===== src/rtl/switch_cmd_pkg.sv =====
// Shared constants, command layout and supply flags of the serial command decoder
package switch_cmd_pkg;
	// ==================================================================
	// Word format
	localparam int WORD_BITS = 16;
	localparam int DATA_BITS = 9;
	localparam int NUM_OUT = 4;
	localparam int COUNT_BITS = 4;
	localparam int READOUT_BITS = 5;

	// Command word as shifted in, bit 15 first
	typedef struct packed {
		logic watchdog_toggle_bit;
		logic [1:0] output_select;
		logic [2:0] reg_select;
		logic unused_bit;
		logic [DATA_BITS-1:0] data;
	} command_t;

	// ==================================================================
	// Register select codes
	localparam logic [2:0] SEL_STATUS = 3'h0;
	localparam logic [2:0] SEL_DUTY = 3'h1;
	localparam logic [2:0] SEL_SWITCH = 3'h2;
	localparam logic [2:0] SEL_FAULT = 3'h3;
	localparam logic [2:0] SEL_OVERCURRENT = 3'h4;
	localparam logic [2:0] SEL_GLOBAL = 3'h5;
	localparam logic [2:0] SEL_CAL = 3'h7;
	localparam logic [1:0] GLOBAL_OUTPUT_SELECT = 2'h0;

	// ==================================================================
	// Reset values and field positions
	localparam logic [DATA_BITS-1:0] REG_RESET = 9'h000;
	localparam logic [COUNT_BITS-1:0] COUNT_ZERO = 4'h0;
	localparam logic [COUNT_BITS-1:0] COUNT_ONE = 4'h1;
	localparam int DUTY_PROFILE_BIT = 8;
	localparam int DUTY_ON_BIT = 7;
	localparam int DUTY_VALUE_MSB = 6;
	localparam int DIR_DISABLE_BIT = 5;
	localparam int VDD_FAIL_EN_BIT = 8;
	localparam int READOUT_BIT4 = 4;
	localparam logic [READOUT_BITS-1:0] READOUT_DIAG0 = 5'h01;

	// Supply and environment conditions seen at the pins
	typedef struct packed {
		logic logic_supply_fail;
		logic both_supply_por;
		logic battery_lost;
		logic battery_clamp;
		logic ground_lost;
		logic overtemp_warn;
	} supply_t;
	localparam supply_t SUPPLY_RESET = '0;
endpackage : switch_cmd_pkg


===== src/rtl/quad_switch_spi_command_decoder.sv =====
// Command decoder and configuration register bank of a four-output high-side switch
`timescale 1ns/1ps
// Function
// - Commands are decoded only as complete sixteen-bit words.
// - Bits 14:13 pick the output for per-output registers.
// - Bits 12:10 pick the destination register.
// - Bits 8:0 carry register data or readout selection.
// - Frames not a multiple of sixteen bits are discarded entirely.
// - Back-to-back words in one select period are allowed.
// - Select codes: status, duty, switching, fault, overcurrent, global, calibration.
// - All writable registers clear on reset; all but the watchdog toggle bit also clear on logic supply failure with its enable set, power-on.
// - In normal mode overtemperature warning sets the prewarning flag.
// - Prewarning flag holds until a readout command retrieves it.
// - Battery clamp cancels overload turn-off and switches all outputs on unless ground is lost.
// - Logic supply loss with its enable set wipes all registers except the watchdog toggle bit.
// - Without logic supply outputs follow the direct input pins.
// - Without logic supply protection uses all-zero configuration defaults.
// - Battery loss keeps configuration and serial features working.
// - Battery loss is reported as an undervoltage flag.
// - Power-on of both supplies clears registers and latched faults.
// - Ground disconnect turns the outputs off unconditionally.
// - Readout bits 4:0 select the returned status content.
// - Output-select codes 00 to 11 map to outputs zero to three.
module quad_switch_spi_command_decoder
	import switch_cmd_pkg::*;
(
	input wire logic i_clock,
	input wire logic i_reset_n,
	input wire logic i_sclk,
	input wire logic i_cs_n,
	input wire logic i_si,
	input wire logic [switch_cmd_pkg::NUM_OUT-1:0] i_direct_in,
	input wire logic [switch_cmd_pkg::NUM_OUT-1:0] i_overload_off,
	input wire switch_cmd_pkg::supply_t i_supply,
	output logic [switch_cmd_pkg::NUM_OUT-1:0] o_switched_outputs,
	output logic [switch_cmd_pkg::NUM_OUT-1:0][switch_cmd_pkg::DATA_BITS-1:0] o_duty_cfg,
	output logic [switch_cmd_pkg::NUM_OUT-1:0][switch_cmd_pkg::DATA_BITS-1:0] o_switching_cfg,
	output logic [switch_cmd_pkg::NUM_OUT-1:0][switch_cmd_pkg::DATA_BITS-1:0] o_fault_cfg,
	output logic [switch_cmd_pkg::NUM_OUT-1:0][switch_cmd_pkg::DATA_BITS-1:0] o_overcurrent_cfg,
	output logic [switch_cmd_pkg::DATA_BITS-1:0] o_global_cfg,
	output logic [switch_cmd_pkg::DATA_BITS-1:0] o_calibration_cfg,
	output logic [switch_cmd_pkg::DATA_BITS-1:0] o_readout_select,
	output logic o_readout_strobe,
	output logic o_watchdog_toggle_bit,
	output logic o_temp_prewarn_flag,
	output logic o_undervoltage_flag
);
	// ==================================================================
	// Declarations
	command_t word;
	logic word_valid, frame_bad;
	supply_t sup_meta, sup;
	logic [NUM_OUT-1:0] dir_meta, dir_sync;
	logic [NUM_OUT-1:0][DATA_BITS-1:0] output_duty_control, next_duty;
	logic [NUM_OUT-1:0][DATA_BITS-1:0] output_switching_config, next_switching;
	logic [NUM_OUT-1:0][DATA_BITS-1:0] output_fault_config, next_fault;
	logic [NUM_OUT-1:0][DATA_BITS-1:0] output_overcurrent_config, next_overcurrent;
	logic [DATA_BITS-1:0] global_config, next_global;
	logic [DATA_BITS-1:0] calibration_trigger, next_calibration;
	logic [DATA_BITS-1:0] status_readout_select, next_readout;
	logic next_readout_strobe, next_watchdog;
	logic [NUM_OUT-1:0] next_outputs;
	logic wipe, logic_down, prewarn_clear, uv_clear;
	logic [NUM_OUT-1:0][DATA_BITS-1:0] next_duty_out, next_switching_out;
	logic [NUM_OUT-1:0][DATA_BITS-1:0] next_fault_out, next_overcurrent_out;

	// True for a write that addresses one of the global registers
	function automatic logic global_hit(input command_t c, input logic [2:0] sel);
		global_hit = (c.reg_select == sel) && (c.output_select == GLOBAL_OUTPUT_SELECT);
	endfunction : global_hit

	// ==================================================================
	// Serial front end
	spi_word_receiver u_receiver (
		.i_clock(i_clock),
		.i_reset_n(i_reset_n),
		.i_sclk(i_sclk),
		.i_cs_n(i_cs_n),
		.i_si(i_si),
		.o_word(word),
		.o_word_valid(word_valid),
		.o_frame_bad(frame_bad)
	);

	// Pin-level supply monitors and direct inputs come from outside the clock domain
	always_ff @(posedge i_clock) begin
		if (!i_reset_n) begin
			sup_meta <= SUPPLY_RESET;
			sup <= SUPPLY_RESET;
			dir_meta <= '0;
			dir_sync <= '0;
		end else begin
			sup_meta <= i_supply;
			sup <= sup_meta;
			dir_meta <= i_direct_in;
			dir_sync <= dir_meta;
		end
	end

	// Register wipe; the enable bit gates only the logic supply case
	assign logic_down = sup.logic_supply_fail;
	assign wipe = (logic_down & global_config[VDD_FAIL_EN_BIT]) | sup.both_supply_por;

	// ==================================================================
	// Register write decode, applied only on a whole word at frame end
	always_comb begin
		next_duty = output_duty_control;
		next_switching = output_switching_config;
		next_fault = output_fault_config;
		next_overcurrent = output_overcurrent_config;
		next_global = global_config;
		next_calibration = calibration_trigger;
		next_readout = status_readout_select;
		next_readout_strobe = 1'b0;
		next_watchdog = o_watchdog_toggle_bit;
		if (word_valid) begin
			next_watchdog = word.watchdog_toggle_bit;
			// Bit 9 is not looked at anywhere
			unique case (word.reg_select)
				SEL_STATUS: begin
					next_readout = word.data;
					next_readout_strobe = 1'b1;
				end
				SEL_DUTY: next_duty[word.output_select] = word.data;
				SEL_SWITCH: next_switching[word.output_select] = word.data;
				SEL_FAULT: next_fault[word.output_select] = word.data;
				SEL_OVERCURRENT: next_overcurrent[word.output_select] = word.data;
				SEL_GLOBAL: begin
					if (global_hit(word, SEL_GLOBAL)) begin
						next_global = word.data;
					end
				end
				SEL_CAL: begin
					// Content is trusted; the host owns the fixed pattern
					if (global_hit(word, SEL_CAL)) begin
						next_calibration = word.data;
					end
				end
				default: begin
				end
			endcase
		end
		if (wipe) begin
			next_duty = '0;
			next_switching = '0;
			next_fault = '0;
			next_overcurrent = '0;
			next_global = REG_RESET;
			next_calibration = REG_RESET;
			next_readout = REG_RESET;
		end
	end

	// ==================================================================
	// Output drive; ground loss outranks the clamp, clamp outranks overload
	always_comb begin
		for (int i = 0; i < NUM_OUT; i++) begin
			if (logic_down) begin
				next_outputs[i] = dir_sync[i] & ~i_overload_off[i];
			end else begin
				next_outputs[i] = (output_duty_control[i][DUTY_ON_BIT]
					| (dir_sync[i] & ~output_switching_config[i][DIR_DISABLE_BIT]))
					& ~i_overload_off[i];
			end
			if (sup.battery_clamp) begin
				next_outputs[i] = 1'b1;
			end
			if (sup.ground_lost) begin
				next_outputs[i] = 1'b0;
			end
		end
	end

	// Protection sees all-zero defaults while the logic supply is gone
	always_comb begin
		next_duty_out = logic_down ? '0 : output_duty_control;
		next_switching_out = logic_down ? '0 : output_switching_config;
		next_fault_out = logic_down ? '0 : output_fault_config;
		next_overcurrent_out = logic_down ? '0 : output_overcurrent_config;
	end

	// Register bank and registered outputs
	always_ff @(posedge i_clock) begin
		if (!i_reset_n) begin
			output_duty_control <= '0;
			output_switching_config <= '0;
			output_fault_config <= '0;
			output_overcurrent_config <= '0;
			global_config <= REG_RESET;
			calibration_trigger <= REG_RESET;
			status_readout_select <= REG_RESET;
			o_readout_strobe <= 1'b0;
			o_watchdog_toggle_bit <= 1'b0;
			o_switched_outputs <= '0;
			o_duty_cfg <= '0;
			o_switching_cfg <= '0;
			o_fault_cfg <= '0;
			o_overcurrent_cfg <= '0;
		end else begin
			output_duty_control <= next_duty;
			output_switching_config <= next_switching;
			output_fault_config <= next_fault;
			output_overcurrent_config <= next_overcurrent;
			global_config <= next_global;
			calibration_trigger <= next_calibration;
			status_readout_select <= next_readout;
			o_readout_strobe <= next_readout_strobe;
			o_watchdog_toggle_bit <= next_watchdog;
			o_switched_outputs <= next_outputs;
			o_duty_cfg <= next_duty_out;
			o_switching_cfg <= next_switching_out;
			o_fault_cfg <= next_fault_out;
			o_overcurrent_cfg <= next_overcurrent_out;
		end
	end

	assign o_global_cfg = global_config;
	assign o_calibration_cfg = calibration_trigger;
	assign o_readout_select = status_readout_select;

	// ==================================================================
	// Diagnostic flags; a read that races a new event leaves it set
	assign prewarn_clear = word_valid && word.reg_select == SEL_STATUS
		&& word.data[READOUT_BITS-1:0] == READOUT_DIAG0;
	assign uv_clear = word_valid && word.reg_select == SEL_STATUS && !word.data[READOUT_BIT4];

	sticky_flag u_prewarn (
		.i_clock(i_clock),
		.i_reset_n(i_reset_n),
		.i_wipe(wipe),
		.i_set(sup.overtemp_warn & ~logic_down),
		.i_clear(prewarn_clear),
		.o_flag(o_temp_prewarn_flag)
	);

	sticky_flag u_undervoltage (
		.i_clock(i_clock),
		.i_reset_n(i_reset_n),
		.i_wipe(wipe),
		.i_set(sup.battery_lost),
		.i_clear(uv_clear),
		.o_flag(o_undervoltage_flag)
	);
endmodule : quad_switch_spi_command_decoder


===== src/rtl/sticky_flag.sv =====
// Latched diagnostic flag, set wins over clear
`timescale 1ns/1ps
module sticky_flag (
	input wire logic i_clock,
	input wire logic i_reset_n,
	input wire logic i_wipe,
	input wire logic i_set,
	input wire logic i_clear,
	output logic o_flag
);
	logic next_flag;

	// ==================================================================
	// Next value: an event in the clearing cycle is kept
	always_comb begin
		next_flag = i_set | (o_flag & ~i_clear);
		if (i_wipe) begin
			next_flag = 1'b0;
		end
	end

	// Register
	always_ff @(posedge i_clock) begin
		if (!i_reset_n) begin
			o_flag <= 1'b0;
		end else begin
			o_flag <= next_flag;
		end
	end
endmodule : sticky_flag


===== src/rtl/spi_word_receiver.sv =====
// Oversampled serial input shifter that delivers whole 16-bit words at frame end
`timescale 1ns/1ps
module spi_word_receiver
	import switch_cmd_pkg::*;
(
	input wire logic i_clock,
	input wire logic i_reset_n,
	input wire logic i_sclk,
	input wire logic i_cs_n,
	input wire logic i_si,
	output switch_cmd_pkg::command_t o_word,
	output logic o_word_valid,
	output logic o_frame_bad
);
	// Two-flop synchronisers plus one history stage for edges
	logic [2:0] sync1, sync2, hist;
	logic [WORD_BITS-1:0] shift, next_shift;
	logic [COUNT_BITS-1:0] count, next_count;
	logic any_bits, next_any_bits;
	logic next_word_valid, next_frame_bad;
	command_t next_word;
	logic sclk_rise, cs_rise, cs_low;

	assign sclk_rise = sync2[2] & ~hist[2];
	assign cs_rise = sync2[1] & ~hist[1];
	assign cs_low = ~sync2[1];

	// ==================================================================
	// Shift MSB first, count modulo one word
	always_comb begin
		next_shift = shift;
		next_count = count;
		next_any_bits = any_bits;
		next_word = o_word;
		next_word_valid = 1'b0;
		next_frame_bad = 1'b0;
		if (cs_low && sclk_rise) begin
			next_shift = {shift[WORD_BITS-2:0], sync2[0]};
			next_count = count + COUNT_ONE;
			next_any_bits = 1'b1;
		end
		if (cs_rise) begin
			// Only the last whole word is kept; earlier ones are shifted out and dropped
			if (any_bits && count == COUNT_ZERO) begin
				next_word = command_t'(shift);
				next_word_valid = 1'b1;
			end else if (any_bits) begin
				next_frame_bad = 1'b1;
			end
			next_count = COUNT_ZERO;
			next_any_bits = 1'b0;
		end
	end

	// Register
	always_ff @(posedge i_clock) begin
		if (!i_reset_n) begin
			sync1 <= 3'h2;
			sync2 <= 3'h2;
			hist <= 3'h2;
			shift <= '0;
			count <= COUNT_ZERO;
			any_bits <= 1'b0;
			o_word <= '0;
			o_word_valid <= 1'b0;
			o_frame_bad <= 1'b0;
		end else begin
			sync1 <= {i_sclk, i_cs_n, i_si};
			sync2 <= sync1;
			hist <= sync2;
			shift <= next_shift;
			count <= next_count;
			any_bits <= next_any_bits;
			o_word <= next_word;
			o_word_valid <= next_word_valid;
			o_frame_bad <= next_frame_bad;
		end
	end
endmodule : spi_word_receiver


===== config.mk =====
export PLATFORM = sky130hd
export DESIGN_NAME = quad_switch_spi_command_decoder
export DESIGN_NICKNAME = d
export VERILOG_FILES = /design/src/rtl/switch_cmd_pkg.sv /design/src/rtl/quad_switch_spi_command_decoder.sv /design/src/rtl/sticky_flag.sv /design/src/rtl/spi_word_receiver.sv
export SDC_FILE = /design/constraint.sdc
export NUM_CORES = 1
export LEC_CHECK = 0
export CORE_UTILIZATION = 67
export DETAILED_ROUTE_END_ITERATION = 10
export DONT_BUFFER_PORTS = 1
export PLACE_DENSITY = 0.88
export SYNTH_ARGS = -nofsm -noshare
export SYNTH_HDL_FRONTEND = slang
export SYNTH_SLANG_ARGS = --single-unit
export TNS_END_PERCENT = 20

===== constraint.sdc =====
create_clock -name i_clock -period 3.35 [get_ports i_clock]
set_input_delay 0.5025 -clock i_clock [delete_from_list [all_inputs] [get_ports i_clock]]
set_output_delay 0.5025 -clock i_clock [all_outputs]
set_load 0.005 [all_outputs]

==> impl_metrics.toml, run 1 <==
[run_status]
outcome = "complete, no violations"

[routing]
ant_nets = 0
firstDrtPassIters = 6
wl_per_cell_um = 20.44
drtIter0Drc = 824
via_per_inst = 6.100
vias = 8778
drc_errors = 0
routed_wl_um = 29410

[clock_tree]
numCtsBuffers = 37
cts-resized-gates = 0
cts_hold_buf = 0
clk_pin_slew_ns = 0.06
cts_buffer_depth = 3
htreeDepth = 2
post-cts-setup-buffers = 0
cts_tree = "done"
root_buffer = "clkbuf_16"
clkLatencyLatePin_ns = 0.52
cts_sinks = 388

[power_and_ir_drop]
p_switching_w = 0.001814
pwr-share-seq = 0.503
p_leak_nw = 6.250
cellPowerDensity_mw_per_mm2 = 632.4
combPwrFrac = 0.009
p_sw_frac = 0.1966
vdd_drop_max_mv = 0.4092
p_clk_frac = 0.488
intPower_w = 0.007411

[synth]
ys.warnings.count = 0
synth_top_area_cell = "dfxtp_1"
ys_top_cells_by_area = "dfxtp_1 (58%), mux2i_1 (13%), and2_1 (8.1%)"
yosysTopAreaCellShare = 0.5819
syn_area_mm2 = 0.01335
ys_types = 39
synth-seq-cells = 388
syn_area_per_cell_um2 = 10.99
synth.net_count = 1235
yosysSeqAreaShare = 0.5819
syn_inst = 1214

[hold_path]
min_from = "i_overload_off[1]"
hp-class = "input port to register"

[global_routing]
antenna_found_initial = 0
met2_usage = 0.4773
grt_overflow_total = 0
grt_util_all_layers = 0.2832
met3_usage = 0.05500
grt_pass1_vias = 8336
grt_max_degree = 254
top_usage_layer = "met2"
grt_pass1_wl_um = 44890
use_met1 = 0.3527

[finish]
fin_nets = 1166
layout_commonest_cell = "dfxtp_1"
n_fill_cell = 1304
final_area_mm2 = 0.01459
synthToLayoutAreaGrowth_pct = 9.280
layout-drive-gt1-share = 0.08177
antenna_cells = 0
layout_common_cells = "dfxtp_1 (388), mux2i_1 (178), and2_1 (173)"
final_util = 0.7470

[worst_setup_path]
crit_type = "register to register"
critPathCaptureType = "register"
arrival_ns = 2.84
critPathTopFamily = "buffers and inverters"
path_cells = "inv_4 -> buf_12 -> nand4_1 -> mux2i_1"
cp_max_fo = 124
timing.rr.start = "sup[4]"
max_stage_delay_ns = 0.74
slowest_stage = "nand4_1"
worstPathRequired_ns = 3.76
cp.buffers_inverters = 2
startpoint = "sup[4]"
setup.worst_path.start_class = "register"

[sta]
relSlewSlack = 0.1800
timing.setup.tns_ns = 0
rsz0062_at_grt = "false"
worst_slew_pin_slew_ns = 1.230
setup_viol = 0
fin_ws_ns = 0.9265
skew_ns = 0.01747
fmax_ghz = 0.4126
finalCritPeriodShare = 0.7234
hold_viol = 0
hold_slack_ns = 0.08731
drv_slew = 0
layout_min_cycle_time_ns = 2.424

[run]
max_cap_violations = 0

[placement]
place_area_mm2 = 0.01323
io_buffers = 0
hpwl_um = 16900
gp_congestion = 0.7598
dp_worst_setup_slack_ns = 0.9435

[floorplan]
die_w_um = 143.1
pin_count = 198
die_y_um = 143.1
dieArea_mm2 = 0.02049
rows = 51
core_mm2 = 0.01953
start_util = 0.6836
## routing by layer
layer / up-vias / share of wire
li1: 4074 / -
met1: 4321 / 0.41
met2: 319 / 0.50
met3: 64 / 0.062
met4: 0 / 0.032
met5: - / 0
## per-stage QoR
stage                     instances  total power (W)
after global placement         1371         0.004825
after global routing           1439         0.009471
after detailed placement       1371         0.004826
after floorplan                1214         0.004845
after CTS                      1439         0.009266
final                          1439         0.009225
## cell usage after synthesis
cell type / n
a21boi_0: 16
a21oi_1: 15
a22oi_1: 4
and2_1: 173
and4b_1: 1
and4bb_2: 3
buf_1: 10
buf_2: 25
buf_4: 11
buf_6: 5
clkbuf_1: 64
dfxtp_1: 388
ha_1: 2
inv_1: 5
inv_2: 1
mux2i_1: 178
nand2_1: 86
nand2_2: 3
nand2_4: 7
nand2b_1: 9
nand3_1: 6
nand3_2: 1
nand3b_1: 1
nand4_1: 171
nand4_2: 2
nand4b_1: 1
nand4bb_1: 1
nor2_1: 3
nor2_4: 1
nor2b_1: 5
nor3b_2: 1
nor4b_4: 2
o21ai_0: 2
o21ai_2: 1
o31ai_1: 5
or3_1: 2
or3b_1: 1
or4b_2: 1
or4b_4: 1
## power by group through the flow
stage | Sequential, W | Combinational [W] | Clock [W]
global route | 0.00464 | 0.0000918 | 0.00474
detailed placement | 0.00474 | 0.0000831 | 0
global placement | 0.00474 | 0.0000829 | 0
CTS | 0.00464 | 0.0000834 | 0.00454
finish | 0.00464 | 0.0000839 | 0.00450
floorplan | 0.00474 | 0.000106 | 0
## final cells by class
| type | count | area, um^2 | share of cell area |
|---|---|---|---|
| sequential | 388 | 7767 | 0.5325 |
| multi-input combinational | 705 | 5032 | 0.3450 |
| clock buffer | 50 | 1087 | 0.07454 |
| tap | 265 | 331.6 | 0.02273 |
| clock inverter | 18 | 265.3 | 0.01818 |
| timing repair buffer | 7 | 77.57 | 0.005318 |
| inverter | 6 | 25.02 | 0.001716 |
## cells by family after synthesis
group / share of synthesized area
AND/OR/NAND/NOR: 0.2193
flip-flops: 0.5819
buffers and inverters: 0.04228
multiplexers: 0.1335
AO/OA/AOI/OAI: 0.02109
adder cells (fa/ha/maj): 0.001874
## registers in the layout, indices dropped and copies added (netlist names), 9 cells and up
signal / flops
output_switching_config: 36
output_fault_config: 36
o_overcurrent_cfg: 36
o_calibration_cfg: 9
u_receiver.o_word: 15
u_receiver.shift: 16
output_overcurrent_config: 36
o_readout_select: 9
o_fault_cfg: 36
o_global_cfg: 9
output_duty_control: 36
o_duty_cfg: 36
o_switching_cfg: 36
## worst paths after layout
kind	slack, ns	cells past startpoint	endpoint
worst max-delay path	0.93	4	output_overcurrent_config[17]
worst min-delay path	0.09	1	o_switched_outputs[1]
worst max register to register	0.93	4	output_overcurrent_config[17]
worst min register to register	0.42	1	u_receiver.sync2[1]
No activity file was read; power rests on OpenSTA's default activity.
==> run 2: changes to the inputs <==
- ABC_AREA: default -> 1
- CORE_UTILIZATION: 67 -> 62
- PLACE_DENSITY: 0.88 -> 0.83
- clock period: 3.35 -> 2.3 ns (I/O delays scaled with it)
==> impl_metrics.toml, run 2 <==
[run_status]
outcome = "complete, no violations"

[placement]
dp_worst_setup_slack_ns = 0.4644
hpwl_um = 18290
io_buffers = 0
gp_congestion = 0.8101

[routing]
via_per_inst = 5.262
ant_nets = 0
firstDrtPassIters = 5
wl_per_cell_um = 16.07
routed_wl_um = 29640
vias = 9704
drtIter0Drc = 739
drc_errors = 0

[floorplan]
die_w_um = 145.3
start_util = 0.6313
dieArea_mm2 = 0.02112
rows = 52
pin_count = 198
core_mm2 = 0.02017
die_y_um = 145.3

[worst_setup_path]
cp.buffers_inverters = 0
crit_type = "register to register"
cp_common_cell = "nand2_1"
path_cells = "nand2_1 -> nor3_2 -> nand2_1 -> nand2_1 -> a21oi_1"
max_stage_delay_ns = 0.55
reg2regPathDepth = 5
arrival_ns = 2.27
timing.rr.start = "u_receiver.o_word_valid"
worstPathRequired_ns = 2.68
slowest_stage = "nor3_2"
critPathCaptureType = "register"
r2r_setup_slack_ns = 0.41
setup.worst_path.start_class = "register"
r2r_end = "o_global_cfg[7]"
cp_max_fo = 9
critPathTopFamily = "simple AND/OR/NAND/NOR gates"

[finish]
synthToLayoutAreaGrowth_pct = 12.89
n_fill_cell = 1498
layout_commonest_cell = "dfxtp_1"
ff_latch_area_mm2 = 0.007767
antenna_cells = 0
multi_input_area_mm2 = 0.003767
layout_common_cells = "dfxtp_1 (388), nor2_1 (258), nand2_1 (240)"
fin_nets = 1568
layout-drive-gt1-share = 0.06925

[synth]
dominantRegCellSynth = "dfxtp_1"
synth_top_family_by_area = "simple AND/OR/NAND/NOR gates"
syn_area_per_cell_um2 = 8.183
synthTopCellsByCount = "dfxtp_1 (388), nor2_1 (263), nand2_1 (242), inv_1 (213), a21oi_1 (161)"
ys_top_cells_by_area = "dfxtp_1 (61%), nor2_1 (7.8%), nand2_1 (7.1%)"
synth_edf_count = 0
synth_mux_area_frac = 0
async_reset_ff_frac = 0
synth_fa_ha_area_frac = 0.001965
yosysSeqAreaShare = 0.6100
yosysMostFrequentCell = "dfxtp_1"
synth_top_area_cell = "dfxtp_1"
ys.warnings.count = 0
synth-seq-cells = 388
synth_compound_area_frac = 0.09295
syn_inst = 1556
syn_area_mm2 = 0.01273
yosysTopAreaCellShare = 0.6100
synth-simple-area-share = 0.1980
ys_types = 22
synth.net_count = 1577
synth-xor-area-share = 0

[sta]
hold_viol = 0
finalCritPeriodShare = 0.8225
fin_ws_ns = 0.4082
drv_slew = 0
fmax_ghz = 0.5286
worst_slew_pin_slew_ns = 0.8270
layout_min_cycle_time_ns = 1.892
setup_viol = 0
rsz0062_at_grt = "false"
relSlewSlack = 0.4473
skew_ns = 0.01129
timing.setup.tns_ns = 0

[hold_path]
min_from = "i_overload_off[3]"
min_path_cells = 3
worstHoldEndpoint = "o_switched_outputs[3]"
hp-class = "input port to register"

[clock_tree]
numCtsBuffers = 38
cts_hold_buf = 18
clk_pin_slew_ns = 0.06
clkLatencyLatePin_ns = 0.52
root_buffer = "clkbuf_16"
post-cts-setup-buffers = 0
cts_buffer_depth = 3
cts-resized-gates = 0
cts_tree = "done"
cts_sinks = 388
htreeDepth = 2

[power_and_ir_drop]
p_leak_nw = 5.831
vdd_drop_max_mv = 0.7159
cellPowerDensity_mw_per_mm2 = 922.7

[global_routing]
grt_util_all_layers = 0.2738
grt_pass1_vias = 8957
grt_max_degree = 94
grt_pass1_wl_um = 46120
antenna_found_initial = 0
grt_overflow_total = 0

[run]
max_cap_violations = 0
==> run 2: changes by cell type in the layout (fill, tap and decap cells not counted), sizes merged, moves of 146 or more <==
cell | before | now
nand4 | 173 | 0
a21oi | 15 | 161
mux2i | 178 | 0
nand2 | 96 | 255
inv | 7 | 215
nor2 | 4 | 265
and2 | 173 | 0
==> run 2: metal layers <==
metal | vias up | wire [um] | GRT usage
li1 | 4740 | - | -
met1 | 4505 | 11540 | 0.3274
met5 | - | 0 | 0
met4 | 0 | 987 | 0.1105
met2 | 378 | 14660 | 0.4733
met3 | 81 | 2448 | 0.06604
==> run 2: worst max-delay path by stage <==
stage	from	endpoint	slack, ns	depth (start not counted)
2_1_floorplan	i_reset_n	output_duty_control[18]	0.93	7
4_1_cts	u_receiver.o_word[11]	output_duty_control[35]	0.45	6
6_report	u_receiver.o_word_valid	o_global_cfg[7]	0.41	5
3_3_place_gp	u_receiver.o_word_valid	o_global_cfg[0]	0.54	5
5_1_grt	u_receiver.o_word_valid	o_global_cfg[1]	0.29	5
3_5_place_dp	u_receiver.o_word[11]	output_duty_control[35]	0.46	6
==> run 2: stage by stage <==
step,instance area (um^2),util,total power [W],hold WS [ns],cells
after global placement,12910,0.6400,0.007104,0.3920,1759
after detailed placement,12910,0.6400,0.007110,0.3950,1759
after floorplan,12730,-,0.007075,0.3905,1556
final,14380,0.7127,0.01326,0.02911,1844
after global routing,14380,0.7127,0.01362,0.01810,1844
after CTS,14380,0.7127,0.01332,0.008954,1844
==> run 2: where the power goes <==
part | leakage, nW | switching, W | internal [W]
clock | 0.620 | 0.00246 | 0.00380
sequential | 3.13 | 0.0000139 | 0.00675
combinational | 2.08 | 0.000172 | 0.0000711
==> run 2: area by class of cell <==
| type | instances | area share |
|---|---|---|
| flip-flops and latches | 388 | 0.5403 |
| multi-input cells | 860 | 0.2621 |
| clock buffers | 60 | 0.08051 |
| inverters | 216 | 0.05640 |
| repair buffers | 43 | 0.02890 |
| well taps | 270 | 0.02350 |
| clock inverters | 7 | 0.008269 |
==> run 2: cells by family after synthesis <==
group                      count (synthesis)
DFF                                      388
AOI/OAI and AO/OA                        235
adders and majority gates                  2
buffers and inverters                    308
and+or+nand+nor                          623
==> run 2: tightest hold or removal path, cell delays in order <==
cell	delay, ns
inv_1	0.02
nand2_1	0.06
a21oi_1	0.06
==> run 3: changes to the inputs <==
- clock period: 2.3 -> 1.79 ns (I/O delays scaled with it)
==> impl_metrics.toml, run 3 (synthesis gave the netlist of run 2 again) <==
[finish]
final_area_mm2 = 0.01446
layout_commonest_cell = "dfxtp_1"
fin_nets = 1577
synthToLayoutAreaGrowth_pct = 13.59
layout-drive-gt1-share = 0.07522
layout_common_cells = "dfxtp_1 (388), nor2_1 (258), nand2_1 (240)"
antenna_cells = 0
multi_input_area_mm2 = 0.003767
final_util = 0.7171
n_fill_cell = 1457
ff_latch_area_mm2 = 0.007767

[placement]
gp_congestion = 0.8092
io_buffers = 0
place_area_mm2 = 0.01307
hpwl_um = 18730
dp_worst_setup_slack_ns = 0.1572

[clock_tree]
clkLatencyLatePin_ns = 0.52
cts_sinks = 388
root_buffer = "clkbuf_16"
clk_pin_slew_ns = 0.06
htreeDepth = 2
cts-resized-gates = 0
numCtsBuffers = 36
post-cts-setup-buffers = 0
cts_tree = "done"
cts_buffer_depth = 3

[worst_setup_path]
setup.worst_path.start_class = "register"
slowest_stage = "dfxtp_1"
max_stage_delay_ns = 0.44
cp.buffers_inverters = 0
path_cells = "nand2_1 -> nor2_2 -> nand2_1 -> o21ai_0 -> a21oi_1"
crit_type = "register to register"
arrival_ns = 2.11
worstPathRequired_ns = 2.16
critPathCaptureType = "register"
cp_common_cell = "nand2_1"
cp_max_fo = 18
critPathTopFamily = "simple AND/OR/NAND/NOR gates"

[floorplan]
dieArea_mm2 = 0.02112
start_util = 0.6313
die_w_um = 145.3
pin_count = 198
core_mm2 = 0.02017
rows = 52
die_y_um = 145.3

[sta]
finalCritPeriodShare = 0.9708
layout_min_cycle_time_ns = 1.738
drv_slew = 0
timing.setup.tns_ns = 0
skew_ns = 0.01634
relSlewSlack = 0.6297
fin_ws_ns = 0.05219
worst_slew_pin_slew_ns = 0.5541
setup_viol = 0
rsz0062_at_grt = "true"
fmax_ghz = 0.5754
hold_viol = 0

[power_and_ir_drop]
p_leak_nw = 5.884
vdd_drop_max_mv = 0.7794
cellPowerDensity_mw_per_mm2 = 1154
power_w = 0.01669

[run_status]
outcome = "complete, no violations"

[global_routing]
met2_usage = 0.4762
top_usage_layer = "met2"
use_met1 = 0.3249
grt_pass1_vias = 9311
grt_util_all_layers = 0.2762
grt_max_degree = 94
grt_pass1_wl_um = 46890
antenna_found_initial = 0
met3_usage = 0.06792
grt_overflow_total = 0

[routing]
via_per_inst = 5.260
vias = 9742
wl_per_cell_um = 16.07
routed_wl_um = 29760
drc_errors = 0
firstDrtPassIters = 5
drtIter0Drc = 667
ant_nets = 0

[run]
max_cap_violations = 0

[hold_path]
hp-class = "input port to register"
## run 3: cell types whose count changed in the layout (fill, tap and decap cells not counted), sizes merged
cell / change
inv: -1
clkinvlp: -1
clkbuf: -2
buf: +11
bufinv: -1
clkinv: +2
## run 3: worst paths after layout
path / cells after the start / slack, ns / end / from
setup reg to reg: 5 / 0.05 / output_fault_config[2] / u_receiver.o_word[10]
hold / removal: 2 / 0.02 / o_readout_strobe / i_reset_n
setup / recovery: 5 / 0.05 / output_fault_config[2] / u_receiver.o_word[10]
hold reg to reg: 2 / 0.41 / logic_down / sup_meta[5]
## run 3: area by class of cell
class	instances	share of cell area
well taps	270	0.02336
flip-flops and latches	388	0.5370
repair buffers	54	0.03962
clock inverters	6	0.006315
clock buffers	58	0.07716
inverters	216	0.05606
multi-input cells	860	0.2605
## run 3: metrics by stage
step	hold WS [ns]	std cells
2_1_floorplan	0.3661	1556
3_3_place_gp	0.3452	1770
3_5_place_dp	0.3476	1770
4_1_cts	0.002492	1852
5_1_grt	0.03117	1852
6_report	0.01942	1852
## run 3: repair_timing
| item | 4_1_cts | 5_1_grt |
|---|---|---|
| endpoints found under the hold margin | 63 | 0 |
| setup endpoints to repair | 0 | 8 |
| hold buffers | 18 | 0 |
## run 3: power breakdown
group          total [W]  internal [W]  switching (W)  leakage [nW]
Sequential       0.00869       0.00867      0.0000180          3.13
Clock            0.00768       0.00457        0.00311         0.593
Combinational   0.000326      0.000101       0.000225          2.16
Total             0.0167        0.0133        0.00336          5.88
## run 3: layer usage
metal,up-vias,part of all wire,wire length (um)
met5,-,0,0
met4,0,0.041,1206
met3,100,0.078,2327
met2,371,0.49,14610
met1,4515,0.39,11620
li1,4756,-,-
